## src/hdl/seal_mon_pkg.sv

```systemverilog
// constants, register map and helper functions of the seal temperature monitor
// assumes a single 200 MHz clock and an asynchronous active-low reset
package seal_mon_pkg;
   // ----------------------------------------------------------------
   // timing
   // ----------------------------------------------------------------
   localparam int CLK_HZ = 200_000_000;
   localparam int LINE_MIN_HZ = 47;
   localparam int LINE_MAX_HZ = 63;
   localparam int PERIOD_W = 23;
   // shortest period rounds up, longest rounds down
   localparam int PERIOD_MIN_CYC = (CLK_HZ + LINE_MAX_HZ - 1) / LINE_MAX_HZ;
   localparam int PERIOD_MAX_CYC = CLK_HZ / LINE_MIN_HZ;
   // ----------------------------------------------------------------
   // register map (word addresses) and fields
   // ----------------------------------------------------------------
   localparam logic [3:0] ADDR_CTRL = 4'h0;
   localparam logic [3:0] ADDR_TOL_LO = 4'h1;
   localparam logic [3:0] ADDR_TOL_HI = 4'h2;
   localparam logic [3:0] ADDR_STATUS = 4'h3;
   localparam logic [3:0] ADDR_IRQ_STAT = 4'h4;
   localparam logic [3:0] ADDR_IRQ_MASK = 4'h5;
   localparam logic [3:0] ADDR_PERIOD = 4'h6;
   localparam logic [3:0] ADDR_CTRL_ERR = 4'h7;
   localparam int CTRL_REACHED_BIT = 0;
   localparam int CTRL_OK_BIT = 1;
   localparam logic [1:0] CTRL_RESET = 2'h0;
   localparam logic [7:0] TOL_LO_RESET = 8'h0a;
   localparam logic [7:0] TOL_HI_RESET = 8'h0a;
   localparam int IRQ_OK_LOST = 0;
   localparam int IRQ_REACHED = 1;
   localparam int IRQ_FREQ_FAULT = 2;
   localparam int IRQ_CFG_REJECT = 3;
   localparam int IRQ_W = 4;
   localparam logic [IRQ_W-1:0] IRQ_MASK_RESET = 4'h0;
   localparam int TEMP_W = 16;
   // ----------------------------------------------------------------
   // helpers
   // ----------------------------------------------------------------
   function automatic logic above_95(input logic [TEMP_W-1:0] act,
                                     input logic [TEMP_W-1:0] set);
      logic [TEMP_W+4:0] a20;
      logic [TEMP_W+4:0] s19;
      a20 = (TEMP_W+5)'(act) * (TEMP_W+5)'(20);
      s19 = (TEMP_W+5)'(set) * (TEMP_W+5)'(19);
      return a20 > s19;
   endfunction
   function automatic logic in_window(input logic [TEMP_W-1:0] act,
                                      input logic [TEMP_W-1:0] set,
                                      input logic [7:0] lo,
                                      input logic [7:0] hi);
      logic signed [TEMP_W+1:0] a;
      logic signed [TEMP_W+1:0] l;
      logic signed [TEMP_W+1:0] h;
      a = $signed({2'b00, act});
      l = $signed({2'b00, set}) - $signed({{(TEMP_W-6){1'b0}}, lo});
      h = $signed({2'b00, set}) + $signed({{(TEMP_W-6){1'b0}}, hi});
      return (a >= l) && (a <= h);
   endfunction
endpackage

```

## src/hdl/seal_temp_monitor.sv

```systemverilog
// seal temperature status monitor: reached flag, ok window flag, irq
// assumes temperatures and set point come from logic on ref_clk_i
//
// Decided for this implementation: the address-and-strobe port and the address map.
module seal_temp_monitor
   import seal_mon_pkg::*;
#(
   parameter logic [PERIOD_W-1:0] MIN_CYC = PERIOD_W'(PERIOD_MIN_CYC),
   parameter logic [PERIOD_W-1:0] MAX_CYC = PERIOD_W'(PERIOD_MAX_CYC)
)
(
   input wire logic ref_clk_i,
   input wire logic rst_n_i,
   input wire logic line_zc_i,
   input wire logic start_i,
   input wire logic alarm_i,
   input wire logic [TEMP_W-1:0] actual_temp_i,
   input wire logic [TEMP_W-1:0] set_temp_i,
   input wire logic [3:0] addr_i,
   input wire logic [31:0] wdata_i,
   input wire logic wr_i,
   input wire logic rd_i,
   output logic [31:0] rdata_o,
   output logic temp_reached_o,
   output logic temp_ok_o,
   output logic signed [TEMP_W:0] ctrl_err_o,
   output logic meas_o,
   output logic irq_o
);
   // ----------------------------------------------------------------
   // pins and line timing
   // ----------------------------------------------------------------
   logic zc_rise;
   logic start_rise;
   logic alarm_lvl;
   logic meas;
   logic freq_fault;
   logic locked;
   logic [PERIOD_W-1:0] period;
   pin_sync u_zc_sync (
      .ref_clk_i(ref_clk_i),
      .rst_n_i(rst_n_i),
      .pin_i(line_zc_i),
      .level_o(),
      .rise_o(zc_rise)
   );
   pin_sync u_start_sync (
      .ref_clk_i(ref_clk_i),
      .rst_n_i(rst_n_i),
      .pin_i(start_i),
      .level_o(),
      .rise_o(start_rise)
   );
   pin_sync u_alarm_sync (
      .ref_clk_i(ref_clk_i),
      .rst_n_i(rst_n_i),
      .pin_i(alarm_i),
      .level_o(alarm_lvl),
      .rise_o()
   );
   line_period_meter #(
      .MIN_CYC(MIN_CYC),
      .MAX_CYC(MAX_CYC)
   ) u_meter (
      .ref_clk_i(ref_clk_i),
      .rst_n_i(rst_n_i),
      .zc_rise_i(zc_rise),
      .meas_o(meas),
      .fault_o(freq_fault),
      .locked_o(locked),
      .period_o(period)
   );
   // ----------------------------------------------------------------
   // configuration registers
   // ----------------------------------------------------------------
   logic [1:0] ctrl_q;
   logic [7:0] tol_lo_q;
   logic [7:0] tol_hi_q;
   logic [IRQ_W-1:0] irq_mask_q;
   logic wr_ctrl;
   logic cfg_reject;
   logic reached_en;
   logic ok_en;
   assign wr_ctrl = wr_i && (addr_i == ADDR_CTRL);
   assign cfg_reject = wr_ctrl && wdata_i[CTRL_REACHED_BIT]
                       && wdata_i[CTRL_OK_BIT];
   assign reached_en = ctrl_q[CTRL_REACHED_BIT];
   assign ok_en = ctrl_q[CTRL_OK_BIT];
   always_ff @(posedge ref_clk_i or negedge rst_n_i)
   begin
      if (!rst_n_i)
         ctrl_q <= CTRL_RESET;
      else if (wr_ctrl && !cfg_reject)
         ctrl_q <= {wdata_i[CTRL_OK_BIT], wdata_i[CTRL_REACHED_BIT]};
   end
   // each offset has its own write decode
   always_ff @(posedge ref_clk_i or negedge rst_n_i)
   begin
      if (!rst_n_i)
         tol_lo_q <= TOL_LO_RESET;
      else if (wr_i && addr_i == ADDR_TOL_LO)
         tol_lo_q <= wdata_i[7:0];
   end
   always_ff @(posedge ref_clk_i or negedge rst_n_i)
   begin
      if (!rst_n_i)
         tol_hi_q <= TOL_HI_RESET;
      else if (wr_i && addr_i == ADDR_TOL_HI)
         tol_hi_q <= wdata_i[7:0];
   end
   always_ff @(posedge ref_clk_i or negedge rst_n_i)
   begin
      if (!rst_n_i)
         irq_mask_q <= IRQ_MASK_RESET;
      else if (wr_i && addr_i == ADDR_IRQ_MASK)
         irq_mask_q <= wdata_i[IRQ_W-1:0];
   end
   // ----------------------------------------------------------------
   // measurement evaluation
   // ----------------------------------------------------------------
   logic win_now;
   logic in_win_q;
   logic reached_now;
   assign win_now = in_window(actual_temp_i, set_temp_i, tol_lo_q,
                              tol_hi_q);
   assign reached_now = above_95(actual_temp_i, set_temp_i);
   always_ff @(posedge ref_clk_i or negedge rst_n_i)
   begin
      if (!rst_n_i)
      begin
         in_win_q <= 1'b0;
         ctrl_err_o <= '0;
         meas_o <= 1'b0;
      end
      else
      begin
         meas_o <= meas;
         if (meas)
         begin
            in_win_q <= win_now;
            ctrl_err_o <= $signed({1'b0, set_temp_i})
                          - $signed({1'b0, actual_temp_i});
         end
      end
   end
   always_ff @(posedge ref_clk_i or negedge rst_n_i)
   begin
      if (!rst_n_i)
         temp_reached_o <= 1'b0;
      else if (!reached_en)
         temp_reached_o <= 1'b0;
      else if (meas)
         temp_reached_o <= reached_now;
   end
   // ok window flag: alarm first, then window loss, then arming by start
   logic ok_lost;
   assign ok_lost = temp_ok_o && meas && !win_now;
   always_ff @(posedge ref_clk_i or negedge rst_n_i)
   begin
      if (!rst_n_i)
         temp_ok_o <= 1'b0;
      else if (!ok_en || alarm_lvl)
         temp_ok_o <= 1'b0;
      else if (meas && !win_now)
         temp_ok_o <= 1'b0;
      else if (start_rise)
         temp_ok_o <= in_win_q;
   end
   // ----------------------------------------------------------------
   // interrupts and read port
   // ----------------------------------------------------------------
   logic [IRQ_W-1:0] irq_stat_q;
   logic [IRQ_W-1:0] irq_evt;
   logic rd_stat;
   assign rd_stat = rd_i && (addr_i == ADDR_IRQ_STAT);
   always_comb
   begin
      irq_evt = '0;
      irq_evt[IRQ_OK_LOST] = ok_lost;
      irq_evt[IRQ_REACHED] = reached_en && meas && reached_now
                             && !temp_reached_o;
      irq_evt[IRQ_FREQ_FAULT] = freq_fault;
      irq_evt[IRQ_CFG_REJECT] = cfg_reject;
   end
   // a new event wins over the clear by read
   always_ff @(posedge ref_clk_i or negedge rst_n_i)
   begin
      if (!rst_n_i)
         irq_stat_q <= '0;
      else
         irq_stat_q <= (rd_stat ? '0 : irq_stat_q) | irq_evt;
   end
   always_ff @(posedge ref_clk_i or negedge rst_n_i)
   begin
      if (!rst_n_i)
         irq_o <= 1'b0;
      else
         irq_o <= |(irq_stat_q & irq_mask_q);
   end
   always_ff @(posedge ref_clk_i or negedge rst_n_i)
   begin
      if (!rst_n_i)
         rdata_o <= '0;
      else if (!rd_i)
         rdata_o <= '0;
      else
      begin
         unique case (addr_i)
            ADDR_CTRL: rdata_o <= {30'h0, ctrl_q};
            ADDR_TOL_LO: rdata_o <= {24'h0, tol_lo_q};
            ADDR_TOL_HI: rdata_o <= {24'h0, tol_hi_q};
            ADDR_STATUS: rdata_o <= {28'h0, in_win_q, locked, temp_ok_o,
                                     temp_reached_o};
            ADDR_IRQ_STAT: rdata_o <= {{(32-IRQ_W){1'b0}}, irq_stat_q};
            ADDR_IRQ_MASK: rdata_o <= {{(32-IRQ_W){1'b0}}, irq_mask_q};
            ADDR_PERIOD: rdata_o <= {{(32-PERIOD_W){1'b0}}, period};
            ADDR_CTRL_ERR: rdata_o <= 32'(signed'(ctrl_err_o));
            default: rdata_o <= '0;
         endcase
      end
   end
   // ----------------------------------------------------------------
   // checks
   // ----------------------------------------------------------------
   chk_ctrl_error: assert property (
      @(posedge ref_clk_i) disable iff (!rst_n_i)
      meas |=> ctrl_err_o == $signed({1'b0, $past(set_temp_i)})
               - $signed({1'b0, $past(actual_temp_i)}))
      else $error("control error not set minus actual");
   chk_reached_value: assert property (
      @(posedge ref_clk_i) disable iff (!rst_n_i)
      meas && reached_en |=> temp_reached_o
         == above_95($past(actual_temp_i), $past(set_temp_i)))
      else $error("reached flag wrong at measurement");
   chk_reached_hold: assert property (
      @(posedge ref_clk_i) disable iff (!rst_n_i)
      !meas && reached_en |=> $stable(temp_reached_o))
      else $error("reached flag moved between measurements");
   chk_reached_off: assert property (
      @(posedge ref_clk_i) disable iff (!rst_n_i)
      !reached_en |=> !temp_reached_o)
      else $error("reached flag high with its option off");
   chk_tol_reset: assert property (
      @(posedge ref_clk_i) disable iff (!rst_n_i)
      $rose(rst_n_i) |-> tol_lo_q == TOL_LO_RESET
                         && tol_hi_q == TOL_HI_RESET)
      else $error("tolerance offsets not at reset value");
   chk_tol_indep: assert property (
      @(posedge ref_clk_i) disable iff (!rst_n_i)
      wr_i && addr_i == ADDR_TOL_LO |=> $stable(tol_hi_q))
      else $error("upper offset moved on lower write");
   chk_tol_indep_hi: assert property (
      @(posedge ref_clk_i) disable iff (!rst_n_i)
      wr_i && addr_i == ADDR_TOL_HI |=> $stable(tol_lo_q))
      else $error("lower offset moved on upper write");
   chk_ok_arm: assert property (
      @(posedge ref_clk_i) disable iff (!rst_n_i)
      start_rise && ok_en && !alarm_lvl && !meas
      |=> temp_ok_o == $past(in_win_q))
      else $error("ok flag not armed from window at start");
   chk_ok_drop: assert property (
      @(posedge ref_clk_i) disable iff (!rst_n_i)
      meas && !win_now |=> !temp_ok_o ##1 (!temp_ok_o || $past(start_rise)))
      else $error("ok flag survived leaving the window");
   chk_ok_hold: assert property (
      @(posedge ref_clk_i) disable iff (!rst_n_i)
      !temp_ok_o && !start_rise |=> !temp_ok_o)
      else $error("ok flag rose without start");
   chk_alarm_kill: assert property (
      @(posedge ref_clk_i) disable iff (!rst_n_i)
      alarm_lvl |=> !temp_ok_o)
      else $error("ok flag high during alarm");
   chk_ok_option: assert property (
      @(posedge ref_clk_i) disable iff (!rst_n_i)
      !ok_en |=> !temp_ok_o)
      else $error("ok flag high with its option off");
   chk_one_option: assert property (
      @(posedge ref_clk_i) disable iff (!rst_n_i)
      !(reached_en && ok_en) && !(temp_ok_o && temp_reached_o))
      else $error("both options active");
   chk_cfg_keep: assert property (
      @(posedge ref_clk_i) disable iff (!rst_n_i)
      cfg_reject |=> $stable(ctrl_q))
      else $error("rejected setting changed the options");
   chk_window_edge: assert property (
      @(posedge ref_clk_i) disable iff (!rst_n_i)
      !meas |=> $stable(in_win_q))
      else $error("window state moved between measurements");
   chk_stat_set_wins: assert property (
      @(posedge ref_clk_i) disable iff (!rst_n_i)
      |irq_evt |=> (irq_stat_q & $past(irq_evt)) == $past(irq_evt))
      else $error("interrupt event lost against a status clear");
   // ----------------------------------------------------------------
   // scenario coverage
   // ----------------------------------------------------------------
   cov_freq_fault: cover property (@(posedge ref_clk_i) disable iff (!rst_n_i)
      freq_fault);
   cov_ok_armed: cover property (@(posedge ref_clk_i) disable iff (!rst_n_i)
      start_rise ##1 temp_ok_o);
   cov_ok_lost: cover property (@(posedge ref_clk_i) disable iff (!rst_n_i)
      ok_lost);
   cov_reached: cover property (@(posedge ref_clk_i) disable iff (!rst_n_i)
      $rose(temp_reached_o));
   cov_cfg_reject: cover property (@(posedge ref_clk_i) disable iff (!rst_n_i)
      cfg_reject);
endmodule

```

## src/hdl/pin_sync.sv

```systemverilog
// three-stage synchroniser for a pin input with agreement filter
// assumes the pin is asynchronous to ref_clk_i
module pin_sync
   import seal_mon_pkg::*;
(
   input wire logic ref_clk_i,
   input wire logic rst_n_i,
   input wire logic pin_i,
   output logic level_o,
   output logic rise_o
);
   logic s1_q;
   logic s2_q;
   logic s3_q;
   always_ff @(posedge ref_clk_i or negedge rst_n_i)
   begin
      if (!rst_n_i)
      begin
         s1_q <= 1'b0;
         s2_q <= 1'b0;
         s3_q <= 1'b0;
      end
      else
      begin
         s1_q <= pin_i;
         s2_q <= s1_q;
         s3_q <= s2_q;
      end
   end
   // a change counts once stages two and three agree
   always_ff @(posedge ref_clk_i or negedge rst_n_i)
   begin
      if (!rst_n_i)
      begin
         level_o <= 1'b0;
         rise_o <= 1'b0;
      end
      else
      begin
         rise_o <= (s2_q == s3_q) && s3_q && !level_o;
         if (s2_q == s3_q)
            level_o <= s3_q;
      end
   end
endmodule

```

## src/hdl/line_period_meter.sv

```systemverilog
// measures the line period between zero crossings, paces measurements
// assumes zc_rise_i is a synchronised one-cycle pulse per line period
module line_period_meter
   import seal_mon_pkg::*;
#(
   parameter logic [PERIOD_W-1:0] MIN_CYC = PERIOD_W'(PERIOD_MIN_CYC),
   parameter logic [PERIOD_W-1:0] MAX_CYC = PERIOD_W'(PERIOD_MAX_CYC)
)
(
   input wire logic ref_clk_i,
   input wire logic rst_n_i,
   input wire logic zc_rise_i,
   output logic meas_o,
   output logic fault_o,
   output logic locked_o,
   output logic [PERIOD_W-1:0] period_o
);
   logic [PERIOD_W-1:0] cnt_q;
   logic ok_len;
   assign ok_len = (cnt_q >= MIN_CYC) && (cnt_q <= MAX_CYC);
   always_ff @(posedge ref_clk_i or negedge rst_n_i)
   begin
      if (!rst_n_i)
      begin
         cnt_q <= '0;
         meas_o <= 1'b0;
         fault_o <= 1'b0;
         locked_o <= 1'b0;
         period_o <= '0;
      end
      else
      begin
         meas_o <= 1'b0;
         fault_o <= 1'b0;
         if (zc_rise_i)
         begin
            cnt_q <= PERIOD_W'(1);
            locked_o <= ok_len;
            meas_o <= ok_len;
            fault_o <= !ok_len && locked_o;
            if (ok_len)
               period_o <= cnt_q;
         end
         else if (cnt_q <= MAX_CYC)
            cnt_q <= cnt_q + PERIOD_W'(1);
         else if (locked_o)
         begin
            locked_o <= 1'b0;
            fault_o <= 1'b1;
         end
      end
   end
   chk_meas_paced: assert property (
      @(posedge ref_clk_i) disable iff (!rst_n_i)
      meas_o |-> locked_o && period_o >= MIN_CYC && period_o <= MAX_CYC)
      else $error("measurement outside locked line period");
   chk_lock_range: assert property (
      @(posedge ref_clk_i) disable iff (!rst_n_i)
      zc_rise_i && !ok_len |=> !locked_o && !meas_o)
      else $error("lock kept on out-of-range period");
endmodule

```

## config.mk

```make
export PLATFORM = sky130hd
export DESIGN_NAME = seal_temp_monitor
export DESIGN_NICKNAME = d
export VERILOG_FILES = /design/src/hdl/seal_mon_pkg.sv /design/src/hdl/seal_temp_monitor.sv /design/src/hdl/pin_sync.sv /design/src/hdl/line_period_meter.sv
export SDC_FILE = /design/constraint.sdc
export NUM_CORES = 1
export LEC_CHECK = 0
export ABC_AREA = 1
export BUFFER_PORTS_ARGS = -buffer_cell sky130_fd_sc_hd__buf_2
export CAP_MARGIN = 20
export CORE_MARGIN = 5
export CORE_UTILIZATION = 60
export CTS_BUF_LIST = sky130_fd_sc_hd__clkbuf_4
export DETAILED_ROUTE_END_ITERATION = 10
export PLACE_DENSITY = 0.81
export SYNTH_ARGS = -nofsm -noshare
export SYNTH_HDL_FRONTEND = slang
export SYNTH_SLANG_ARGS = --single-unit
```

## constraint.sdc

```tcl
create_clock -name ref_clk_i -period 4.3 [get_ports ref_clk_i]
set_input_delay 0.86 -clock ref_clk_i [delete_from_list [all_inputs] [get_ports ref_clk_i]]
set_output_delay 0.86 -clock ref_clk_i [all_outputs]
set_load 0.005 [all_outputs]
```

==> metrics.log, run 1 <==
[metrics] Synth area leader: sky130_fd_sc_hd__dfrtp_1
[metrics] adder-cell area share of the yosys netlist: 0.195
[metrics] Num Clock Sinks: 135
[metrics] post-route standard cell area excluding fillers: 12800 sq um
[metrics] hold buffer count at cts: 0
[metrics] Crit path arrival time: 4510 ps
[metrics] commonest non-fill, non-tap cell in the layout: sky130_fd_sc_hd__nand2_1
[metrics] Synth-to-Final Area Change: 12.2%
[metrics] Final min period: 4080 ps
[metrics] area share of xor/xnor cells in the synthesized design: 0.0575
[metrics] warning count from the yosys run: 0
[metrics] initial antenna violation count: 0
[metrics] Final Wtd Congestion: 0.977
[metrics] highest-count cells in the layout ignoring fill and taps: sky130_fd_sc_hd__nand2_1, sky130_fd_sc_hd__inv_1, sky130_fd_sc_hd__ha_1
[metrics] area taken by flip-flops and latches: 3380 sq um
[metrics] Overflow after GRT: 0
[metrics] fraction of layout instances using a drive strength above 1: 0.145
[metrics] number of inserted diodes: 0
[metrics] drt initial violations: 1071
[metrics] detailed-placement wirelength estimate: 24300 um
[metrics] FP Rows: 50
[metrics] number of filler instances in the final layout: 1571
[metrics] Port Buffers: 103
[metrics] vias in the first global route: 10.0k
[metrics] maximum resistive drop on vdd: between 0.15 and 0.2 mV
[metrics] Die Span Y: between 100 and 150 um
[metrics] final-stage net count: between 1.5k and 2k
[metrics] via/cell ratio: between 5 and 6
[metrics] CTS resizes: 0
[metrics] maximum fanout along the worst path: 4
[metrics] pin count of the biggest net entering global routing: slightly above 70
[metrics] critical path endpoint category: flop
[metrics] placement-stage cell area: between 10000 and 15000 sq um
[metrics] final number of max-transition violations: 0
[metrics] result of the run: complete, no violations
[metrics] Final Skew: approximately 25 ps
[metrics] area of combinational cells with multiple inputs: 6980 sq um
[metrics] Simple-Gate Fraction of Synth Area: 0.245
[metrics] CTS clk-pin slew, worst paths: 130 ps
[metrics] synthesized-area fraction occupied by ao, oa, aoi and oai cells: 0.110
[metrics] leakage power of the design: between 6 and 7 nW
[metrics] largest family of logic cells by synthesized area: simple AND/OR/NAND/NOR gates
[metrics] worst-case headroom to the max-slew limit: 0.448
[metrics] Worst Setup Start Kind: primary input
[metrics] core outline area: 18700 sq um
[metrics] number of instances in the synthesized netlist: 1512
[metrics] Initial DRT Pass Iterations: 6
[metrics] Seq cells post-synth: about 140
[metrics] number of primary I/O pins: 128
[metrics] count of max-cap constraint violations: 0
[metrics] final core area utilization: 0.686
[metrics] global-route usage over all layers: 0.276
[metrics] first-pass GRT wire length: 49300 um
[metrics] final setup violation count: 0
[metrics] effective utilization at floorplan: 0.611
[metrics] ratio of final minimum period to clock period: 0.949
[metrics] number of buffers added for setup after CTS: 0
[metrics] multiplexer share of the synthesized area: 0.00197
[metrics] maximum clock path buffer count: 2
[metrics] TritonCTS clock tree: yes
[metrics] Worst-Margin Slew: 823 ps
[metrics] sequential cell area fraction in the yosys report: 0.296
[metrics] Cell Area, Synth: 11400 sq um
[metrics] setup repair after global routing missed its margin: false
[metrics] total number of vias: 10.7k
[metrics] Mean Syn Cell Area: 7.56 sq um
[metrics] Data required, critical path: between 4000 and 5000 ps
[metrics] total wirelength of the detailed-routed design: 30200 um
[metrics] synthesized netlist net count: ~1.8k
[metrics] clock latency on the worst-skew pair: 570 ps
[metrics] x dimension of the die: 148 um
[metrics] total CTS buffers: 17
[metrics] clock root buffer master: sky130_fd_sc_hd__clkbuf_4
[metrics] synth unique cells: 54
[metrics] Wirelength per Cell: between 15 and 20 um
[metrics] final routed DRC violation total: 0
[metrics] die area: 21900 sq um
[metrics] final-report hold violation count: 0
[metrics] kind of path behind the tightest hold check: primary input to asynchronous set/reset pin
[metrics] count of nets left with antenna violations after detail routing: 0
[metrics] htree depth: 4
[metrics] f_max: 245 MHz
[metrics] critical path type: primary input to flop
[metrics] Power per Cell Area: 318 nW/um^2
[metrics] Yosys top cell area share: 0.287
[metrics] synth top area cells: sky130_fd_sc_hd__dfrtp_1, sky130_fd_sc_hd__ha_1, sky130_fd_sc_hd__nand2_1
critical path, cell delays in order:
cell and delay [ps]:
sky130_fd_sc_hd__buf_2 130, sky130_fd_sc_hd__ha_1 270, sky130_fd_sc_hd__inv_1 50, sky130_fd_sc_hd__fa_1 500, sky130_fd_sc_hd__inv_1 40, sky130_fd_sc_hd__ha_1 320
sky130_fd_sc_hd__nand2_1 80, sky130_fd_sc_hd__nor3_1 240, sky130_fd_sc_hd__a21o_1 210, sky130_fd_sc_hd__nand3_1 90, sky130_fd_sc_hd__nand2_1 150, sky130_fd_sc_hd__nand2_1 90
sky130_fd_sc_hd__nand2_1 60, sky130_fd_sc_hd__nand2_1 60, sky130_fd_sc_hd__nand2_1 60, sky130_fd_sc_hd__nand2_1 50, sky130_fd_sc_hd__ha_1 310, sky130_fd_sc_hd__nand4_1 130
sky130_fd_sc_hd__buf_4 180, sky130_fd_sc_hd__nor4_1 260, sky130_fd_sc_hd__a21oi_1 100, sky130_fd_sc_hd__nand2_1 150, sky130_fd_sc_hd__o31ai_1 100
power breakdown:
part	internal [W]	total, W	switching (W)
Sequential	0.00137	0.00148	0.000115
Combinational	0.000774	0.00183	0.00105
Clock	0.000246	0.000770	0.000523
final timing paths:
path                                 from        endpoint  slack [ps]  cells past startpoint
max                         set_temp_i[5]  temp_reached_o         220                     23
min reg2reg                u_zc_sync.s1_q  u_zc_sync.s2_q         370                      0
min in group ref_clk_i     u_zc_sync.s1_q  u_zc_sync.s2_q         370                      0
min                               rst_n_i   irq_mask_q[2]         270                      1
max reg2reg                   tol_lo_q[3]        in_win_q         580                     22
max in group asynchronous         rst_n_i     rdata_o[10]        3070                      2
cell type report:
class,count,share of cell area
Multi-Input combinational cell,1116,0.544
Sequential cell,135,0.264
Timing Repair Buffer,182,0.0879
Inverter,212,0.0620
Tap cell,234,0.0228
Clock buffer,18,0.0105
Clock inverter,14,0.00897
state kept, by name, indices dropped and copies added, names as in the netlist, 2 cells and up:
| name | count |
|---|---|
| ctrl_err_o | 17 |
| ctrl_q | 2 |
| irq_mask_q | 4 |
| irq_stat_q | 4 |
| rdata_o | 24 |
| tol_hi_q | 8 |
| tol_lo_q | 8 |
| u_meter.cnt_q | 23 |
| u_meter.period_o | 23 |
through the flow:
stage	cells	setup TNS, ps	setup WS (ps)	hold WS, ps	total power (W)
3_5_place_dp	1879	-676	-309	344	0.00329
4_1_cts	1911	0	263	299	0.00405
5_1_grt	1911	0	18.5	294	0.00440
3_3_place_gp	1879	-333	-178	333	0.00322
6_report	1911	0	221	271	0.00408
2_1_floorplan	1512	0	400	331	0.00268
metal layers:
layer / track usage / wire length, um
met4: 0.0707 / 693
met3: 0.0506 / 2470
met5: 0 / 0
met1: 0.399 / 13800
met2: 0.430 / 13200
cell usage after synthesis (all sizes together):
cell     instances
a2111oi          1
a211oi           1
a21boi           1
a21o             6
a21oi           98
a221oi           8
a22o             1
a31oi            7
and2             1
buf             32
clkbuf          17
clkinv           3
dfrtp          131
dfstp            4
fa              16
ha             152
inv            209
maj3             1
mux2             2
nand2          386
nand3           77
nand3b           2
nand4           47
nor2            97
nor3            17
nor4            13
nor4b            1
o211ai           4
o21a             3
o21ai           73
o21bai           8
o221ai           1
o22ai            5
o31ai            5
o32ai            1
or2              6
xnor2           24
xor2            51
cell families after synthesis:
| kind of cell | count (synthesis) |
|---|---|
| simple gates | 647 |
| buf+inv | 261 |
| compound gates | 223 |
| fa+ha+maj | 169 |
| flops | 135 |
| xor+xnor | 75 |
| mux | 2 |
No activity file was read; power rests on OpenSTA's default activity.
==> run 2, diff against run 1 <==
CELL_PAD_IN_SITES_DETAIL_PLACEMENT = 1   (was default)
CELL_PAD_IN_SITES_GLOBAL_PLACEMENT = 2   (was default)
CORE_UTILIZATION = 36   (was 60)
PLACE_DENSITY = default   (was 0.81)
PLACE_DENSITY_LB_ADDON = 0.1   (was default)
==> run 2 against run 1 <==
Effect of this change:
- sequential cell count unchanged
- sequential share of layout area decreased by 1.1 points
- core utilization decreased by 26 points
- worst setup slack improved by 9.4 ps
- combinational power increased by 8%
- clock skew is 2.0 ps higher
- global-route usage decreased by 6.6 points
- routed wire length up 23%
- critical endpoint is now in_win_q
- largest cell class unchanged
==> metrics.log, run 2 (synthesized netlist as in run 1, its figures left out) <==
[metrics] htree depth: 4
[metrics] power consumption: ~0.0044 W
[metrics] commonest non-fill, non-tap cell in the layout: sky130_fd_sc_hd__nand2_1
[metrics] reported net switching power: 0.00176 W
[metrics] clock root buffer master: sky130_fd_sc_hd__clkbuf_4
[metrics] detailed-placement wirelength estimate: 30500 um
[metrics] TritonCTS clock tree: yes
[metrics] Overflow after GRT: 0
[metrics] Final Skew: 26.7 ps
[metrics] largest stage delay on the critical path: 390 ps
[metrics] final number of max-transition violations: 0
[metrics] Num Clock Sinks: 135
[metrics] Final min period: 4070 ps
[metrics] via/cell ratio: 4.99
[metrics] combinational fraction of design power: 0.450
[metrics] Port Buffers: 103
[metrics] sequential group share of total power: 0.338
[metrics] maximum fanout along the worst path: 3
[metrics] setup repair after global routing missed its margin: false
[metrics] Worst-Margin Slew: 843 ps
[metrics] Power per Cell Area: about 330 nW/um^2
[metrics] total number of vias: 10.5k
[metrics] Crit path arrival time: 4510 ps
[metrics] number of cells in the design after placement: 2079
[metrics] global-route usage over all layers: 0.211
[metrics] number of flip-flops in the largest register: 24
[metrics] total wirelength of the detailed-routed design: 37000 um
[metrics] crit path max-delay cell type: sky130_fd_sc_hd__fa_1
[metrics] area of combinational cells with multiple inputs: 6990 sq um
[metrics] clock latency on the worst-skew pair: 540 ps
[metrics] met2 wire length: 16000 um
[metrics] pin count of the biggest net entering global routing: just over 80
[metrics] highest-count cells in the layout ignoring fill and taps: sky130_fd_sc_hd__nand2_1, sky130_fd_sc_hd__inv_1, sky130_fd_sc_hd__ha_1
[metrics] leakage power of the design: 7.17 nW
[metrics] kind of path behind the tightest hold check: primary input to asynchronous set/reset pin
[metrics] count of max-cap constraint violations: 0
[metrics] count of nets left with antenna violations after detail routing: 0
[metrics] CTS clk-pin slew, worst paths: 130 ps
[metrics] critical path endpoint category: flop
[metrics] vias in the first global route: ~11k
[metrics] metal3 WL: 940 um
[metrics] register bank with the most flops: rdata_o
[metrics] critical path type: primary input to flop
[metrics] final setup violation count: 0
[metrics] Synth-to-Final Area Change: 17.0%
[metrics] first-pass GRT wire length: around 60000 um
[metrics] switching power as a share of total power: 0.402
[metrics] Clock power frac: 0.211
[metrics] Data required, critical path: about 4700 ps
[metrics] number of filler instances in the final layout: 4015
[metrics] critical path's top delay family: simple AND/OR/NAND/NOR gates
[metrics] final-report hold violation count: 0
[metrics] hold buffer count at cts: 0
[metrics] total CTS buffers: 17
[metrics] highest signal layer in the routed design: met4
[metrics] cell mode on critical path: sky130_fd_sc_hd__nand2_1
[metrics] die area: 35400 sq um
[metrics] worst-case headroom to the max-slew limit: 0.437
[metrics] effective utilization at floorplan: 0.363
[metrics] crit path buf inv count: 4
[metrics] f_max: 246 MHz
[metrics] Final Wtd Congestion: 0.855
[metrics] count of placed standard cells in the final layout, fillers left out: roughly 2.1k
[metrics] DRT met1 WL: 19700 um
[metrics] largest registers in the final layout: rdata_o (24), u_meter.cnt_q (23), u_meter.period_o (23)
[metrics] drt initial violations: 483
[metrics] number of primary I/O pins: between 100 and 150
[metrics] fraction of layout instances using a drive strength above 1: 0.164
[metrics] result of the run: complete, no violations
[metrics] Worst Setup Start Kind: primary input
[metrics] maximum resistive drop on vdd: between 0.15 and 0.2 mV
[metrics] Wirelength per Cell: about 17 um
[metrics] ratio of final minimum period to clock period: 0.946
[metrics] final routed DRC violation total: 0
[metrics] core outline area: between 30000 and 40000 sq um
[metrics] maximum clock path buffer count: 2
[metrics] Initial DRT Pass Iterations: 5
[metrics] final-stage net count: 1940
[metrics] FP Rows: 65
[metrics] initial antenna violation count: 1
[metrics] area taken by flip-flops and latches: 3380 sq um
[metrics] Pint: 0.00262 W
[metrics] Die Span Y: between 150 and 200 um
[metrics] x dimension of the die: 188 um
## run 2: path summary, 6_finish.rpt
path,slack [ps],start,depth (start not counted),endpoint
setup / recovery,230,set_temp_i[0],26,in_win_q
hold / removal,260,rst_n_i,1,ctrl_err_o[2]
setup reg to reg,360,tol_lo_q[1],22,in_win_q
hold reg to reg,370,u_start_sync.s1_q,0,u_start_sync.s2_q
max in group asynchronous,3190,rst_n_i,2,u_meter.cnt_q[18]
min in group ref_clk_i,370,u_start_sync.s1_q,0,u_start_sync.s2_q
## run 2: timing repair
item	CTS	global route
setup endpoints to repair	0	2
buffers inserted	0	1
gates resized for setup	0	7
## run 2: area by class of cell
cell class	instances	share of cell area
well taps	402	0.0376
flip-flops and latches	135	0.253
clock inverters	14	0.0131
inverters	212	0.0595
clock buffers	18	0.0101
multi-input cells	1116	0.523
diodes	1	0.000187
repair buffers	215	0.104
## run 2: layer usage
metal,track usage,vias to the layer above
li1,-,5346
met1,0.322,5061
met2,0.326,115
met3,0.0274,14
met4,0.0271,0
met5,0,-
## run 2: metrics by stage
step	utilization	hold slack (ps)	area, sq um	worst slack (ps)	TNS [ps]
2_1_floorplan	-	331	11400	400	0
3_3_place_gp	0.414	334	13000	-306	-1120
3_5_place_dp	0.414	336	13000	-402	-1570
4_1_cts	0.424	246	13300	171	0
5_1_grt	0.425	240	13400	10.5	0
6_report	0.425	260	13400	230	0
## run 2: power groups by stage
stage	Combinational (W)	Clock, W	Sequential (W)
finish	0.00197	0.000926	0.00148
floorplan	0.00125	0	0.00144
CTS	0.00198	0.000955	0.00148
global route	0.00227	0.00102	0.00150
detailed placement	0.00197	0	0.00151
global placement	0.00191	0	0.00150
